### src/bss_pkg.sv
// Purpose: Shared constants and types for the backplane slave signalling block
// Assumes: 16-bit slave on the backplane data transfer bus, one 100 MHz clock
// Notes:   Backplane strobes and lines arrive asynchronously and are synchronised
//
// Functional notes
// (RULE1) Requesters assert one of four bus requests
// (RULE2) Low data strobe marks low byte lane
// (RULE3) Second data strobe marks the data lines
// (RULE4) Read acknowledge falls only after data valid
// (RULE5) Write acknowledge falls only after data taken
// (RULE6) Sixteen bidirectional data lines, source drives
// (RULE7) Write line high reads, low writes
// (RULE8) Master asserts longword for 32-bit transfers
// (RULE9) Seven active-low request levels, seven highest
// (RULE10) Global acknowledge loops back into slot chain
// (RULE11) Reserved backplane line never driven nor read
// (RULE12) System clock runs constant sixteen megahertz
// (RULE13) Any module may assert system fail
// (RULE14) System reset low holds module in reset
// (RULE15) Acknowledge held until strobes released
package bss_pkg;

    localparam int unsigned DATA_W     = 16;
    localparam int unsigned VEC_W      = 8;
    localparam int unsigned IRQ_LINES  = 7;
    localparam int unsigned LEVEL_W    = 3;
    localparam int unsigned CTRL_W     = 9;
    localparam int unsigned SYNC_W     = CTRL_W + LEVEL_W + DATA_W;

    // Positions of the control, level and data lines inside the synchroniser vector
    localparam int unsigned POS_AS     = 0;
    localparam int unsigned POS_DS0    = 1;
    localparam int unsigned POS_DS1    = 2;
    localparam int unsigned POS_WRITE  = 3;
    localparam int unsigned POS_LWORD  = 4;
    localparam int unsigned POS_IACK   = 5;
    localparam int unsigned POS_IACKIN = 6;
    localparam int unsigned POS_SYSRST = 7;
    localparam int unsigned POS_SYSFL  = 8;
    localparam int unsigned POS_LEVEL  = CTRL_W;
    localparam int unsigned POS_DATA   = CTRL_W + LEVEL_W;

    // Reset values
    localparam logic [SYNC_W-1:0]    SYNC_RST  = {{DATA_W{1'b0}}, {LEVEL_W{1'b0}}, {CTRL_W{1'b1}}};
    localparam logic [DATA_W-1:0]    DATA_RST  = 16'h0000;
    localparam logic [LEVEL_W-1:0]   LEVEL_RST = 3'h0;
    localparam logic [IRQ_LINES-1:0] IRQ_RST   = 7'h00;
    localparam logic [VEC_W-1:0]     VEC_PAD   = 8'h00;

    typedef enum logic [2:0] {
        ST_IDLE,
        ST_RD_WAIT,
        ST_RD_SETTLE,
        ST_WR_TAKE,
        ST_ACK,
        ST_PASS
    } bss_state_type;

endpackage

### src/bss_top.sv
// Purpose: Backplane slave signalling: data transfer, interrupt, fail and reset
// Assumes: Address decode done elsewhere on i_clock; open-drain lines resolved outside
// Notes:   Longword data cycles are not answered; this slave is 16 bits wide
`timescale 1ns/1ns
module bss_top (
    input  wire logic                             i_clock,
    input  wire logic                             i_rst_n,
    input  wire logic                             i_as_n,
    input  wire logic                             i_ds0_n,
    input  wire logic                             i_ds1_n,
    input  wire logic                             i_write_n,
    input  wire logic                             i_lword_n,
    input  wire logic                             i_iack_n,
    input  wire logic                             i_iackin_n,
    input  wire logic                             i_sysreset_n,
    input  wire logic                             i_sysfail_n,
    input  wire logic [bss_pkg::LEVEL_W-1:0]      i_ack_level,
    input  wire logic [bss_pkg::DATA_W-1:0]       i_data,
    output logic      [bss_pkg::DATA_W-1:0]       o_data,
    output logic                                  o_data_oe,
    output logic                                  o_dtack_oe,
    output logic                                  o_iackout_n,
    output logic      [bss_pkg::IRQ_LINES-1:0]    o_irq_oe,
    output logic                                  o_sysfail_oe,
    input  wire logic                             i_board_sel,
    output logic                                  o_rd_req,
    input  wire logic                             i_rd_valid,
    input  wire logic [bss_pkg::DATA_W-1:0]       i_rd_data,
    output logic                                  o_wr_strobe,
    output logic      [bss_pkg::DATA_W-1:0]       o_wr_data,
    output logic      [1:0]                       o_wr_lanes,
    input  wire logic                             i_irq_req,
    input  wire logic [bss_pkg::LEVEL_W-1:0]      i_irq_level,
    input  wire logic [bss_pkg::VEC_W-1:0]        i_vector,
    input  wire logic                             i_fail_req,
    output logic                                  o_fail_seen,
    output logic                                  o_in_reset
);

    // Either data strobe low means a transfer phase is active
    function automatic logic bss_strobe(input logic [bss_pkg::SYNC_W-1:0] v);
        return !v[bss_pkg::POS_DS0] || !v[bss_pkg::POS_DS1];
    endfunction

    logic [bss_pkg::SYNC_W-1:0]    sync_a_ff;
    logic [bss_pkg::SYNC_W-1:0]    sync_b_ff;
    logic                          blk_rst;
    logic                          strobe;
    logic                          cyc_start;
    logic                          iack_cyc;
    logic                          iack_ours;
    logic                          wr_n_s;
    bss_pkg::bss_state_type        state_ff;
    bss_pkg::bss_state_type        nxt_state;
    logic                          cyc_write_ff;
    logic                          irq_pend_ff;
    logic [bss_pkg::LEVEL_W-1:0]   irq_level_ff;
    logic [bss_pkg::DATA_W-1:0]    data_ff;
    logic                          data_oe_ff;
    logic                          dtack_ff;
    logic                          iackout_n_ff;
    logic [bss_pkg::IRQ_LINES-1:0] irq_oe_ff;
    logic                          sysfail_oe_ff;
    logic                          fail_seen_ff;
    logic                          rd_req_ff;
    logic                          wr_strobe_ff;
    logic [bss_pkg::DATA_W-1:0]    wr_data_ff;
    logic [1:0]                    wr_lanes_ff;

    // Two-stage synchroniser for every backplane input
    always_ff @(posedge i_clock) begin
        if (!i_rst_n) begin
            sync_a_ff <= bss_pkg::SYNC_RST;
            sync_b_ff <= bss_pkg::SYNC_RST;
        end else begin
            sync_a_ff <= {i_data, i_ack_level, i_sysfail_n, i_sysreset_n, i_iackin_n, i_iack_n,
                          i_lword_n, i_write_n, i_ds1_n, i_ds0_n, i_as_n};
            sync_b_ff <= sync_a_ff;
        end
    end

    // Backplane reset joins local reset
    assign blk_rst   = !i_rst_n || !sync_b_ff[bss_pkg::POS_SYSRST]; // RULE14
    assign strobe    = bss_strobe(sync_b_ff); // RULE2 RULE3
    assign wr_n_s    = sync_b_ff[bss_pkg::POS_WRITE];
    assign iack_cyc  = !sync_b_ff[bss_pkg::POS_IACK] && !sync_b_ff[bss_pkg::POS_IACKIN]; // RULE10
    assign iack_ours = irq_pend_ff && (sync_b_ff[bss_pkg::POS_LEVEL +: bss_pkg::LEVEL_W] == irq_level_ff);
    // Longword data cycles fall outside this 16-bit slave; acknowledge cycles do not test longword
    assign cyc_start = strobe && !sync_b_ff[bss_pkg::POS_AS] &&
                       (iack_cyc || (sync_b_ff[bss_pkg::POS_IACK] && i_board_sel &&
                                     sync_b_ff[bss_pkg::POS_LWORD]));

    // Cycle sequencing
    always_comb begin
        nxt_state = state_ff;
        case (state_ff)
            bss_pkg::ST_IDLE: begin
                if (cyc_start) begin
                    if (iack_cyc) begin
                        nxt_state = iack_ours ? bss_pkg::ST_RD_SETTLE : bss_pkg::ST_PASS;
                    end else if (wr_n_s) begin
                        nxt_state = bss_pkg::ST_RD_WAIT; // RULE7
                    end else begin
                        nxt_state = bss_pkg::ST_WR_TAKE; // RULE7
                    end
                end
            end
            bss_pkg::ST_RD_WAIT: begin
                if (!strobe) begin
                    nxt_state = bss_pkg::ST_IDLE; // Master gave up
                end else if (i_rd_valid) begin
                    nxt_state = bss_pkg::ST_RD_SETTLE;
                end
            end
            bss_pkg::ST_RD_SETTLE: nxt_state = bss_pkg::ST_ACK; // RULE4
            bss_pkg::ST_WR_TAKE:   nxt_state = bss_pkg::ST_ACK; // RULE5
            bss_pkg::ST_ACK: begin
                if (!strobe) begin
                    nxt_state = bss_pkg::ST_IDLE; // RULE15
                end
            end
            bss_pkg::ST_PASS: begin
                if (sync_b_ff[bss_pkg::POS_AS]) begin
                    nxt_state = bss_pkg::ST_IDLE;
                end
            end
            default: nxt_state = bss_pkg::ST_IDLE;
        endcase
    end

    // State register
    always_ff @(posedge i_clock) begin
        if (blk_rst) begin
            state_ff <= bss_pkg::ST_IDLE; // RULE14
        end else begin
            state_ff <= nxt_state;
        end
    end

    // Direction of the current cycle
    always_ff @(posedge i_clock) begin
        if (blk_rst) begin
            cyc_write_ff <= 1'b0;
        end else if (state_ff == bss_pkg::ST_IDLE && cyc_start) begin
            cyc_write_ff <= !iack_cyc && !wr_n_s;
        end
    end

    // Read data and vector onto the bus, released after handshake
    always_ff @(posedge i_clock) begin
        if (blk_rst) begin
            data_ff    <= bss_pkg::DATA_RST;
            data_oe_ff <= 1'b0;
        end else if (state_ff == bss_pkg::ST_IDLE && cyc_start && iack_cyc && iack_ours) begin
            data_ff    <= {bss_pkg::VEC_PAD, i_vector};
            data_oe_ff <= 1'b1; // RULE6
        end else if (state_ff == bss_pkg::ST_RD_WAIT && strobe && i_rd_valid) begin
            data_ff    <= i_rd_data;
            data_oe_ff <= 1'b1; // RULE6
        end else if (nxt_state == bss_pkg::ST_IDLE) begin
            data_oe_ff <= 1'b0;
        end
    end

    // Acknowledge after data settled or taken, held until strobes clear
    always_ff @(posedge i_clock) begin
        if (blk_rst) begin
            dtack_ff <= 1'b0;
        end else begin
            dtack_ff <= (nxt_state == bss_pkg::ST_ACK); // RULE4 RULE5 RULE15
        end
    end

    // Local read request and write capture
    always_ff @(posedge i_clock) begin
        if (blk_rst) begin
            rd_req_ff    <= 1'b0;
            wr_strobe_ff <= 1'b0;
            wr_data_ff   <= bss_pkg::DATA_RST;
            wr_lanes_ff  <= 2'h0;
        end else begin
            rd_req_ff    <= (state_ff == bss_pkg::ST_IDLE) && (nxt_state == bss_pkg::ST_RD_WAIT);
            wr_strobe_ff <= (state_ff == bss_pkg::ST_IDLE) && (nxt_state == bss_pkg::ST_WR_TAKE); // RULE5
            if (state_ff == bss_pkg::ST_IDLE && nxt_state == bss_pkg::ST_WR_TAKE) begin
                wr_data_ff  <= sync_b_ff[bss_pkg::POS_DATA +: bss_pkg::DATA_W]; // RULE6
                wr_lanes_ff <= {!sync_b_ff[bss_pkg::POS_DS1], !sync_b_ff[bss_pkg::POS_DS0]}; // RULE2 RULE3
            end
        end
    end

    // Interrupt pending; a new request wins over the acknowledge clear
    always_ff @(posedge i_clock) begin
        if (blk_rst) begin
            irq_pend_ff  <= 1'b0;
            irq_level_ff <= bss_pkg::LEVEL_RST;
        end else if (i_irq_req && i_irq_level != bss_pkg::LEVEL_RST) begin
            irq_pend_ff  <= 1'b1;
            irq_level_ff <= i_irq_level;
        end else if (state_ff == bss_pkg::ST_IDLE && cyc_start && iack_cyc && iack_ours) begin
            irq_pend_ff  <= 1'b0;
        end
    end

    // Level decode onto the seven request lines, acknowledge chain pass-on
    always_ff @(posedge i_clock) begin
        if (blk_rst) begin
            irq_oe_ff    <= bss_pkg::IRQ_RST;
            iackout_n_ff <= 1'b1;
        end else begin
            for (int k = 1; k <= bss_pkg::IRQ_LINES; k++) begin
                irq_oe_ff[k-1] <= irq_pend_ff && (irq_level_ff == k[bss_pkg::LEVEL_W-1:0]); // RULE9
            end
            iackout_n_ff <= (nxt_state != bss_pkg::ST_PASS); // RULE10
        end
    end

    // System fail drive and observation
    always_ff @(posedge i_clock) begin
        if (blk_rst) begin
            sysfail_oe_ff <= 1'b0;
            fail_seen_ff  <= 1'b0;
        end else begin
            sysfail_oe_ff <= i_fail_req; // RULE13
            fail_seen_ff  <= !sync_b_ff[bss_pkg::POS_SYSFL]; // RULE13
        end
    end

    // The reserved backplane line has no port here
    assign o_data       = data_ff; // RULE11
    assign o_data_oe    = data_oe_ff;
    assign o_dtack_oe   = dtack_ff;
    assign o_iackout_n  = iackout_n_ff;
    assign o_irq_oe     = irq_oe_ff;
    assign o_sysfail_oe = sysfail_oe_ff;
    assign o_fail_seen  = fail_seen_ff;
    assign o_rd_req     = rd_req_ff;
    assign o_wr_strobe  = wr_strobe_ff;
    assign o_wr_data    = wr_data_ff;
    assign o_wr_lanes   = wr_lanes_ff;
    assign o_in_reset   = blk_rst;

    // Checks
    a_read_data_first: assert property (@(posedge i_clock) disable iff (blk_rst) // RULE4
        $rose(dtack_ff) && !cyc_write_ff |-> $past(data_oe_ff) && data_oe_ff)
        else $error("read acknowledge before data on bus");

    a_write_data_taken: assert property (@(posedge i_clock) disable iff (blk_rst) // RULE5
        $rose(dtack_ff) && cyc_write_ff |-> $past(wr_strobe_ff))
        else $error("write acknowledge before data taken");

    a_bus_drive_dir: assert property (@(posedge i_clock) disable iff (blk_rst) // RULE6
        data_oe_ff |-> !cyc_write_ff)
        else $error("data bus driven during write");

    a_write_decode: assert property (@(posedge i_clock) disable iff (blk_rst) // RULE7
        rd_req_ff |-> $past(wr_n_s) ##[1:1000] (dtack_ff || !strobe))
        else $error("read started on low write line");

    a_irq_one_level: assert property (@(posedge i_clock) disable iff (blk_rst) // RULE9
        $onehot0(irq_oe_ff))
        else $error("interrupt level drive wrong");

    a_irq_top_level: assert property (@(posedge i_clock) disable iff (blk_rst) // RULE9
        irq_pend_ff && irq_level_ff == 3'h7 |=> irq_oe_ff[6])
        else $error("level seven request not driven");

    a_fail_follow: assert property (@(posedge i_clock) disable iff (blk_rst) // RULE13
        i_fail_req |=> sysfail_oe_ff)
        else $error("system fail not driven");

    a_sys_reset_hold: assert property (@(posedge i_clock) disable iff (!i_rst_n) // RULE14
        !sync_b_ff[bss_pkg::POS_SYSRST] |=> state_ff == bss_pkg::ST_IDLE && !dtack_ff && !data_oe_ff)
        else $error("module active during system reset");

    a_ack_hold: assert property (@(posedge i_clock) disable iff (blk_rst) // RULE15
        dtack_ff && strobe |=> dtack_ff)
        else $error("acknowledge dropped while strobe active");

    a_ack_release: assert property (@(posedge i_clock) disable iff (blk_rst) // RULE15
        dtack_ff && !strobe |=> !dtack_ff ##1 !dtack_ff)
        else $error("acknowledge kept after strobes released");

endmodule

### config.mk
export PLATFORM = sky130hd
export DESIGN_NAME = bss_top
export DESIGN_NICKNAME = d
export VERILOG_FILES = /design/src/bss_pkg.sv /design/src/bss_top.sv
export SDC_FILE = /design/constraint.sdc
export NUM_CORES = 1
export LEC_CHECK = 0
export BUFFER_PORTS_ARGS = -buffer_cell sky130_fd_sc_hd__buf_2
export CORE_ASPECT_RATIO = 0.5
export CORE_MARGIN = 2
export CORE_UTILIZATION = 54
export CTS_CLUSTER_SIZE = 8
export DETAILED_ROUTE_END_ITERATION = 7
export PLACE_DENSITY = 0.89
export SYNTH_ARGS = -nofsm -noshare
export SYNTH_HDL_FRONTEND = slang
export SYNTH_SLANG_ARGS = --single-unit
### constraint.sdc
create_clock -name i_clock -period 3.2 [get_ports i_clock]
set_clock_uncertainty 0.2 [all_clocks]
set_input_delay 0.48 -clock i_clock [delete_from_list [all_inputs] [get_ports i_clock]]
set_output_delay 0.48 -clock i_clock [all_outputs]
set_load 0.1 [all_outputs]
==> metrics, run 1 <==
Initial Utilization=0.556; clock tree buffer depth=2; P_leak=0.00194 uW; most frequent cells in the layout=dfxtp_1 (111), buf_2 (108), nand2_1 (45); maxcap violations=0; H-tree depth=3; average wire per standard cell=12.6 microns; Filler Cell Count=515; TritonCTS buffer count=9; post-DR vias/cell=5.07; Pre-Repair DR Iteration Count=5; HPWL after detailed placement=4980 microns; GR Overflow Total=0; Final Setup Violations=0; Area growth, synth to finish=24.3%; status=finished, final reports clean; Clock Latency Late Sink=between 0.3 and 0.4 ns; Final min period=between 2 and 2.5 ns; pwr/cell area=~580 nW/um^2; Synth Area in Simple Gates=0.234; final cell count without fillers=roughly 580; die width=approximately 120 microns; post-synthesis adder-cell area fraction=0; Port Buffers=109; initial antenna violation count=0; Reg clk slew, reported paths=roughly 0.07 ns; endpoints failing hold=0; Critical Path RT=~3.2 ns; # clock sinks=111; DP Cell Count=559; share of cells above drive strength 1=0.282; GP Congestion=0.814; RSZ-0062 raised after global routing=no; Max Fclk=roughly 460 MHz; largest net degree at the start of global routing=slightly below 60; CP startpoint kind=register; yosys warns=0; final setup margin=1.02 ns; Layout Nets=between 500 and 600; CTS tree=yes; final cycle utilization of the critical path=0.680; GRT Util Overall=0.196; first-pass GRT wire length=between 10,000 and 15,000 microns; Slew Limit Fails=0; crit path kind=register to register; Crit. End Element=register; CP Max Fanout=11; commonest non-fill, non-tap cell in the layout=dfxtp_1; Rows=21; Netlist Area Pre-Place=3700 sq um; CTS root buf=clkbuf_16; Mapped Cells=about 380; 1st-iter DRT viols=168; Die ar.=7560 sq um; ANT nets after route=0; largest family of logic cells by synthesized area=simple AND/OR/NAND/NOR gates; Seq/Total Area, Yosys=0.601; Syn Nets=439; actual slew at the worst max-slew pin=0.782 ns; ANT cells=0; Core ar.=6650 sq um; relative slew slack=0.479; Arr. time, crit path=~2.2 ns; register bit count reported by yosys=111; DRC=0; vias in the first global route=~2,500; Core Util, Final=0.691; Post-CTS Setup Bufs=0; vias=2,917; Max VDD drop=between 0.2 and 0.3 mV; hold buffers post-CTS=0; post-route cell area=4600 sq um; Worst Hold Class=primary input to register; syn avg cell area=9.78 sq um; dpl ws=between 1 and 1.5 ns; # IOs=110; die height=between 60 and 70 microns; final WL=around 7200 microns; CTS resizes=0; placed inst area=4300 sq um; setup_tns=0 ns; mux cell area share after synthesis=0; Netlist cell types=37; Compound-Gate Fraction of Synth Area=0.130; XOR/XNOR Fraction of Synth Area=0.00711
-- sequential cells by signal (all words and copies together) (netlist names), 2 cells and up --
name and cells:
state_ff 3, o_irq_oe 7, sync_a_ff 28, sync_b_ff 28, o_data 16, o_wr_data 16
o_wr_lanes 2, irq_level_ff 3
-- metal layers --
| metal | wire (microns) | track usage | vias up | share of wire |
|---|---|---|---|---|
| li1 | - | - | 1497 | - |
| met3 | 542 | 0.0703 | 13 | 0.075 |
| met2 | 3260 | 0.310 | 103 | 0.45 |
| met5 | 0 | 0 | - | 0 |
| met1 | 3310 | 0.245 | 1304 | 0.46 |
| met4 | 121 | 0.0785 | 0 | 0.017 |
-- critical path, cell delays in order (launching register included) --
cell     delay, ns
dfxtp_1       0.37
nor3_1        0.31
nand3_1       0.42
o221a_2       0.42
or3_1         0.34
-- where the power goes --
part | internal, uW | switching [uW] | total [uW]
registers | 1420 | 15.7 | 1430
clock network | 554 | 523 | 1080
logic | 60.3 | 82.9 | 143
total | 2030 | 622 | 2650
-- stage by stage --
step	hold slack, ns	total power (uW)
after floorplan	0.168	1550
after global placement	0.172	1610
after detailed placement	0.174	1610
after CTS	0.0957	2680
after global routing	0.103	2750
final	0.106	2650
-- area by class of cell --
type	count	area, sq um	area share
Sequential cell	111	2220	0.484
Multi-Input combinational cell	242	1370	0.299
Timing Repair Buffer	112	583	0.127
Clock buffer	9	225	0.0490
Tap cell	92	115	0.0250
Clock inverter	7	70.1	0.0152
Inverter	2	7.51	0.00163
-- cell usage after synthesis --
| cell type | count | area, sq um |
|---|---|---|
| nand3_1 | 23 | 115 |
| nor4b_2 | 1 | 15.0 |
| nor2_1 | 11 | 41.3 |
| nand4bb_1 | 1 | 11.3 |
| or2_2 | 1 | 6.26 |
| or3_1 | 2 | 12.5 |
| a311oi_1 | 9 | 78.8 |
| o21ai_0 | 18 | 90.1 |
| and3_1 | 2 | 12.5 |
| dfxtp_1 | 111 | 2220 |
| o2111ai_1 | 1 | 8.76 |
| a22oi_1 | 1 | 7.51 |
| o211a_1 | 1 | 10.0 |
| xor2_1 | 3 | 26.3 |
| a211oi_1 | 4 | 30.0 |
| and2_1 | 39 | 244 |
| a21o_1 | 1 | 7.51 |
| a21oi_1 | 30 | 150 |
| nand2_1 | 45 | 169 |
| o221a_2 | 2 | 22.5 |
| and4bb_2 | 1 | 12.5 |
| a211o_1 | 1 | 8.76 |
| o31ai_1 | 1 | 7.51 |
| buf_2 | 7 | 35.0 |
| o21ai_4 | 1 | 16.3 |
| inv_1 | 2 | 7.51 |
| a22o_1 | 1 | 8.76 |
| o41ai_1 | 1 | 8.76 |
| nor3_1 | 15 | 75.1 |
| or3b_2 | 1 | 8.76 |
| a31oi_1 | 1 | 6.26 |
| nor4_1 | 2 | 12.5 |
| or4b_1 | 1 | 10.0 |
| a22oi_2 | 1 | 12.5 |
| o21bai_1 | 1 | 7.51 |
| nand2b_1 | 19 | 119 |
| clkbuf_1 | 16 | 60.1 |
-- cells by family after synthesis --
family,count (synthesis)
flops,111
compound gates,75
simple gates,164
xor+xnor,3
buf+inv,25
-- final timing paths --
check                            end  cells past startpoint  slack, ns                    start
min reg2reg   o_fail_seen$_SDFF_PP0_                      1       0.18  sync_b_ff[8]$_SDFF_PN1_
max reg2reg   o_iackout_n$_SDFF_PP1_                      4       1.02   state_ff[0]$_SDFF_PP0_
max           o_iackout_n$_SDFF_PP1_                      4       1.02   state_ff[0]$_SDFF_PP0_
min          sync_a_ff[7]$_SDFF_PN1_                      2       0.11             i_sysreset_n
(Power assumes the default switching activity.)
==> inputs of run 2 (changes only) <==
--- a/config.mk
+++ b/config.mk
@@ -5,13 +5,14 @@
 export SDC_FILE = /design/constraint.sdc
 export NUM_CORES = 1
 export LEC_CHECK = 0
+export ABC_AREA = 1
 export BUFFER_PORTS_ARGS = -buffer_cell sky130_fd_sc_hd__buf_2
 export CORE_ASPECT_RATIO = 0.5
 export CORE_MARGIN = 2
-export CORE_UTILIZATION = 54
+export CORE_UTILIZATION = 46
 export CTS_CLUSTER_SIZE = 8
 export DETAILED_ROUTE_END_ITERATION = 7
-export PLACE_DENSITY = 0.89
+export PLACE_DENSITY = 0.81
 export SYNTH_ARGS = -nofsm -noshare
 export SYNTH_HDL_FRONTEND = slang
 export SYNTH_SLANG_ARGS = --single-unit
==> constraint.sdc (replaced) <==
create_clock -name i_clock -period 2 [get_ports i_clock]
set_clock_uncertainty 0.2 [all_clocks]
set_input_delay 0.3 -clock i_clock [delete_from_list [all_inputs] [get_ports i_clock]]
set_output_delay 0.3 -clock i_clock [all_outputs]
set_load 0.1 [all_outputs]
==> run 2 against run 1 <==
  * Sequential share of layout area shrank 5.1 points
  * Cell count grew 26%
  * Fmax grew 15%
  * Die area grew 18%
  * Critical path depth grew 6
  * Sequential cell count is the same
  * Largest cell class unchanged
  * Largest power group unchanged
==> metrics, run 2 <==
Post-synth EDFFs=0 (unchanged); average wire per standard cell=10.9 microns (-14%); crit path kind=register to register; # clock sinks=111 (unchanged); GR Overflow Total=0 (unchanged); register bit count reported by yosys=111 (unchanged); ANT nets after route=0 (unchanged); combinational share of power=0.070 (+0.016); Netlist cell types=32 (-14%); Critical R2R Launch=irq_level_ff[1]$_SDFFE_PP0P_; Port Buffers=109 (unchanged); Crit. End Element=register; Area growth, synth to finish=37.2%; Core Util, Final=0.647 (-0.0447); initial antenna violation count=0 (unchanged); Reg clk slew, reported paths=0.08 ns (about the same); Hold EP=o_data[6]$_SDFFE_PP0P_; die width=132 microns (+8.7%); most frequent cells in the layout=nand2_1 (122), dfxtp_1 (110), buf_2 (109); HPWL after detailed placement=5250 microns (+5.4%); Die ar.=8920 sq um (+18%); 1st-iter DRT viols=155 (-7.7%); Pre-Repair DR Iteration Count=4 (-1); hold wc startpoint=i_rd_data[6]; Critical Path RT=2.09 ns (-1.14 ns); sw frac=0.245 (+0.0103); Syn Nets=514 (+17%); top-area cell type share of the netlist area=0.593 (-0.00763); Netlist Area Pre-Place=3740 sq um (+1.3%); setup_tns=0 ns (unchanged); ranking of synthesized cells by area=dfxtp_1 (59%), nand2_1 (12%), inv_1 (7.2%); maxcap violations=0 (unchanged); Rows=23 (+9.5%); worst setup path startpoint=irq_level_ff[1]$_SDFFE_PP0P_; post-DR vias/cell=4.39 (-13%); TritonCTS buffer count=9 (unchanged); Worst Hold Class=primary input to register; clock tree buffer depth=2 (unchanged); cell taking the most area after synthesis=dfxtp_1; top-count cell post-synth=nand2_1; Filler Cell Count=653 (+27%); relative slew slack=0.660 (+0.181); final WL=7900 microns (+9.2%); r2r setup slk=0.12 ns (-0.91 ns); top cells by count, synth=nand2_1 (122), dfxtp_1 (111), inv_1 (72); share of cells above drive strength 1=0.274 (-0.00796); CTS tree=yes; die height=67.8 microns (+8.5%); CP startpoint kind=register; CP Max Fanout=18 (+7); Reg power frac=0.523 (-0.017); Max Fclk=531 MHz (+15%); vias in the first global route=2,816 (+10%); RSZ-0062 raised after global routing=no; H-tree depth=3 (unchanged); pwr/cell area=854 nW/um^2 (+48%); first-pass GRT wire length=12,600 microns (+8.3%); Clock Latency Late Sink=0.35 ns (about the same); hold path cells=3 (+1); P_leak=0.00267 uW (+38%); Mapped Cells=453 (+20%); Most used DFF post-synth=dfxtp_1; R2R Path End=o_wr_data[3]$_SDFFE_PP0P_; vias=3,188 (+9.3%); syn avg cell area=8.27 sq um (-15%); Core ar.=7940 sq um (+19%); Layout Nets=670 (+24%); Arr. time, crit path=1.98 ns (-0.23 ns); CTS root buf=clkbuf_16; status=finished, final reports clean; largest net degree at the start of global routing=57 (-1.7%); # IOs=110 (unchanged); Final Setup Violations=0 (unchanged); final cycle utilization of the critical path=0.942 (+0.263); endpoints failing hold=0 (unchanged); actual slew at the worst max-slew pin=0.510 ns (-0.272 ns); Slew Limit Fails=0 (unchanged); commonest non-fill, non-tap cell in the layout=nand2_1; DRC=0 (unchanged); Seq/Total Area, Yosys=0.593 (-0.00763); reg2reg path depth=10 (+6); GRT Util Overall=0.184 (-0.0116); Initial Utilization=0.471 (-0.0847); cell-internal power=3310 uW (+63%); yosys warns=0 (unchanged); FF/Latch Area=2220 sq um (about the same); final hold slack=0.0210 ns (-0.0850 ns); Max VDD drop=0.497 mV (+69%); ANT cells=0 (unchanged); GP Congestion=0.900 (+10%); Final min period=1.88 ns (-0.290 ns); Psw=1070 uW (+73%); Clk pwr share=0.407 (about the same); area taken by multi-input logic gates=1150 sq um (-16%); ys async rst share=0 (unchanged); Top Registers=sync_a_ff x28, sync_b_ff x28
-- run 2: per-layer routing --
| layer | wire [microns] | share of wire | vias to the layer above | GRT usage |
|---|---|---|---|---|
| li1 | - | - | 1676 | - |
| met1 | 3510 | 0.44 | 1406 | 0.200 |
| met2 | 3690 | 0.47 | 93 | 0.326 |
| met3 | 547 | 0.069 | 13 | 0.0751 |
| met4 | 159 | 0.020 | 0 | 0.0883 |
| met5 | 0 | 0 | - | 0 |
-- run 2: worst max-delay path by stage --
stage	cells after the start	slack (ns)	endpoint
4_1_cts	9	0.08	o_wr_data[9]$_SDFFE_PP0P_
3_5_place_dp	9	0.10	o_wr_data[9]$_SDFFE_PP0P_
6_report	10	0.12	o_wr_data[3]$_SDFFE_PP0P_
3_3_place_gp	10	0.17	o_wr_lanes[0]$_SDFFE_PP0P_
5_1_grt	10	0.003	o_wr_data[2]$_SDFFE_PP0P_
2_1_floorplan	2	0.005	o_in_reset
-- run 2: worst max-delay path, stage by stage, from the launching register on --
cell and delay, ns:
dfxtp_1 0.41, inv_2 0.07, nand2_1 0.07, nand2_1 0.07
nor2_2 0.12, nand3_2 0.13, a21oi_4 0.27, inv_4 0.07
nand2_4 0.18, o21ai_0 0.13, nor2_1 0.10
-- run 2: logic make-up (layout without fill, tap and decap cells) --
family,after synthesis,in the layout,share of synthesized area
flip-flops,111,111,0.593
AO/OA/AOI/OAI,43,43,0.0692
buffers and inverters,90,251,0.0982
AND/OR/NAND/NOR,209,209,0.239
-- run 2: timing repair --
item,in CTS,in global routing
hold buffers,38,0
endpoints found under the setup margin,0,16
endpoints found under the hold margin,38,0
resized for setup,0,1
setup buffers,0,3
-- run 2: per-stage QoR --
stage | setup WS (ns) | instance area, sq um | power (uW) | cells
6_report | 0.115 | 5140 | 4390 | 726
5_1_grt | 0.00288 | 5140 | 4570 | 726
4_1_cts | 0.0772 | 5100 | 4430 | 723
3_5_place_dp | 0.101 | 4410 | 2590 | 669
3_3_place_gp | 0.166 | 4410 | 2590 | 669
2_1_floorplan | 0.00454 | 3740 | 2490 | 453
-- run 2: cell type report --
cell class,count,share of cell area
well taps,112,0.0273
clock buffers,9,0.0438
repair buffers,157,0.197
flip-flops and latches,111,0.433
inverters,78,0.0580
multi-input cells,252,0.225
clock inverters,7,0.0158
-- run 2: power by group through the flow --
| stage | logic (uW) | registers, uW | clock network, uW |
|---|---|---|---|
| finish | 306 | 2300 | 1790 |
| floorplan | 124 | 2370 | 0 |
| global placement | 241 | 2350 | 0 |
| detailed placement | 244 | 2350 | 0 |
| global route | 339 | 2300 | 1920 |
| CTS | 303 | 2290 | 1840 |
==> inputs of run 3 (changes only) <==
--- a/config.mk
+++ b/config.mk
@@ -7,12 +7,12 @@
 export LEC_CHECK = 0
 export ABC_AREA = 1
 export BUFFER_PORTS_ARGS = -buffer_cell sky130_fd_sc_hd__buf_2
-export CORE_ASPECT_RATIO = 0.5
 export CORE_MARGIN = 2
 export CORE_UTILIZATION = 46
 export CTS_CLUSTER_SIZE = 8
 export DETAILED_ROUTE_END_ITERATION = 7
 export PLACE_DENSITY = 0.81
+export SKIP_CTS_REPAIR_TIMING = 1
 export SYNTH_ARGS = -nofsm -noshare
 export SYNTH_HDL_FRONTEND = slang
 export SYNTH_SLANG_ARGS = --single-unit
==> run 3 against run 2 <==
  * The flow now finishes with violations (negative hold slack)
  * Die area decreased by 0.49%
  * Register-to-register slack improved by 0.03 ns
  * Fmax increased by 1.5%
  * Sequential share of layout area increased by 1.3 points
  * Sequential cell count unchanged
  * Critical path type unchanged
  * Largest cell class unchanged
  * Highest routed layer unchanged
==> metrics, run 3 (same netlist as run 2, synthesis figures left out) <==
TritonCTS buffer count=9 (unchanged); H-tree depth=3 (unchanged); endpoints failing hold=2 (+2); CTS tree=yes; Clock Latency Late Sink=0.35 ns (about the same); Worst Hold Class=primary input to register; 1st-iter DRT viols=112 (-28%); failing checks=negative hold slack; grt peak-use layer=met2; Area growth, synth to finish=33.1%; Pre-Repair DR Iteration Count=4 (unchanged); relative slew slack=0.658 (-0.00169); Crit. End Element=register; Initial Utilization=0.480 (+0.00816); GP Congestion=0.839 (-6.7%); FF/Latch Area=2220 sq um (about the same); # clock sinks=111 (unchanged); Core ar.=7810 sq um (-1.7%); crit path kind=register to register; commonest non-fill, non-tap cell in the layout=nand2_1; Filler Cell Count=669 (+2.5%); ANT nets after route=0 (unchanged); Port Buffers=109 (unchanged); final cell count without fillers=711 (-2.1%); Final min period=1.86 ns (-0.0271 ns); CTS root buf=clkbuf_8; CP Max Fanout=18 (unchanged); Critical Path RT=2.05 ns (-0.04 ns); initial antenna violation count=0 (unchanged); largest net degree at the start of global routing=57 (unchanged); Max VDD drop=0.341 mV (-31%); GR Overflow Total=0 (unchanged); average wire per standard cell=11.0 microns (+1.1%); # IOs=110 (unchanged); Slew Limit Fails=0 (unchanged); met2 demand-to-capacity share in global routing=0.285 (-0.0408); HPWL after detailed placement=5410 microns (+3.0%); clock tree buffer depth=2 (unchanged); Top Registers=sync_a_ff x28, sync_b_ff x28; actual slew at the worst max-slew pin=0.512 ns (+0.00253 ns); final hold slack=-0.00182 ns (-0.0229 ns); final cycle utilization of the critical path=0.929 (-0.0136); pwr/cell area=781 nW/um^2 (-8.5%); Pwr Total=3890 uW (-11%); Reg clk slew, reported paths=0.10 ns (+0.02 ns); ANT cells=0 (unchanged); GR Util met1=0.202 (+0.00280); DP Cell Count=658 (-1.6%); die height=94.2 microns (+39%); Arr. time, crit path=1.91 ns (-0.07 ns); Rows=32 (+39%); M3 GR Usage=0.0337 (-0.0414); Layout Nets=665 (-0.75%); post-DR vias/cell=4.44 (+1.0%); share of cells above drive strength 1=0.273 (-0.00104); status=complete, but fails checks; first-pass GRT wire length=11,700 microns (-6.6%); final WL=7830 microns (-0.95%); GRT Util Overall=0.168 (-0.0165); area taken by multi-input logic gates=1170 sq um (+0.98%); most frequent cells in the layout=nand2_1 (122), buf_2 (109), dfxtp_1 (109); RSZ-0062 raised after global routing=no; CP startpoint kind=register; setup_tns=0 ns (unchanged); Max Fclk=538 MHz (+1.5%); Final Setup Violations=0 (unchanged); vias=3,154 (-1.1%); P_leak=0.00257 uW (-3.5%); maxcap violations=0 (unchanged); Die ar.=8880 sq um (-0.49%); vias in the first global route=2,697 (-4.2%); die width=94.2 microns (-28%); DRC=0 (unchanged)
run 3: per-stage QoR:
stage	area, sq um	setup WS (ns)	hold WS (ns)	util
2_1_floorplan	3740	0.00454	0.168	-
3_3_place_gp	4410	0.246	0.174	0.564
3_5_place_dp	4410	0.190	0.176	0.564
4_1_cts	4600	0.123	-0.111	0.590
5_1_grt	4980	0.0374	0.00778	0.638
6_report	4980	0.142	-0.00182	0.638
run 3: path summary, 6_finish.rpt:
kind / cells past startpoint / start / to / slack (ns)
setup / recovery: 9 / state_ff[0]$_SDFF_PP0_ / o_wr_data[7]$_SDFFE_PP0P_ / 0.14
hold / removal: 3 / i_rd_data[15] / o_data[15]$_SDFFE_PP0P_ / -0.002
setup reg to reg: 9 / state_ff[0]$_SDFF_PP0_ / o_wr_data[7]$_SDFFE_PP0P_ / 0.14
hold reg to reg: 1 / sync_b_ff[8]$_SDFF_PN1_ / o_fail_seen$_SDFF_PP0_ / 0.19
run 3: worst max-delay path: stages (launching register included):
cell     delay, ns
dfxtp_1       0.37
nor2_2        0.15
nand2_1       0.11
nor2_4        0.12
nand2_2       0.09
nor2_2        0.13
and2_2        0.21
nand2_8       0.11
o21ai_0       0.19
nor2_1        0.06
run 3: power breakdown:
part	switching [uW]	leakage [uW]	total, uW	internal [uW]
sequential	23.7	0.000909	2300	2270
clock	710	0.0000944	1300	588
combinational	163	0.00157	300	137
total	897	0.00257	3890	3000
run 3: cell type report:
cell class	instances	area share
Timing Repair Buffer	152	0.195
Multi-Input combinational cell	252	0.234
Inverter	78	0.0597
Clock inverter	6	0.0141
Clock buffer	10	0.0256
Tap cell	102	0.0256
Sequential cell	111	0.446
run 3: per-layer routing:
metal	vias to the layer above	part of all wire
li1	1662	-
met1	1395	0.42
met2	87	0.52
met3	10	0.052
met4	0	0.016
met5	-	0
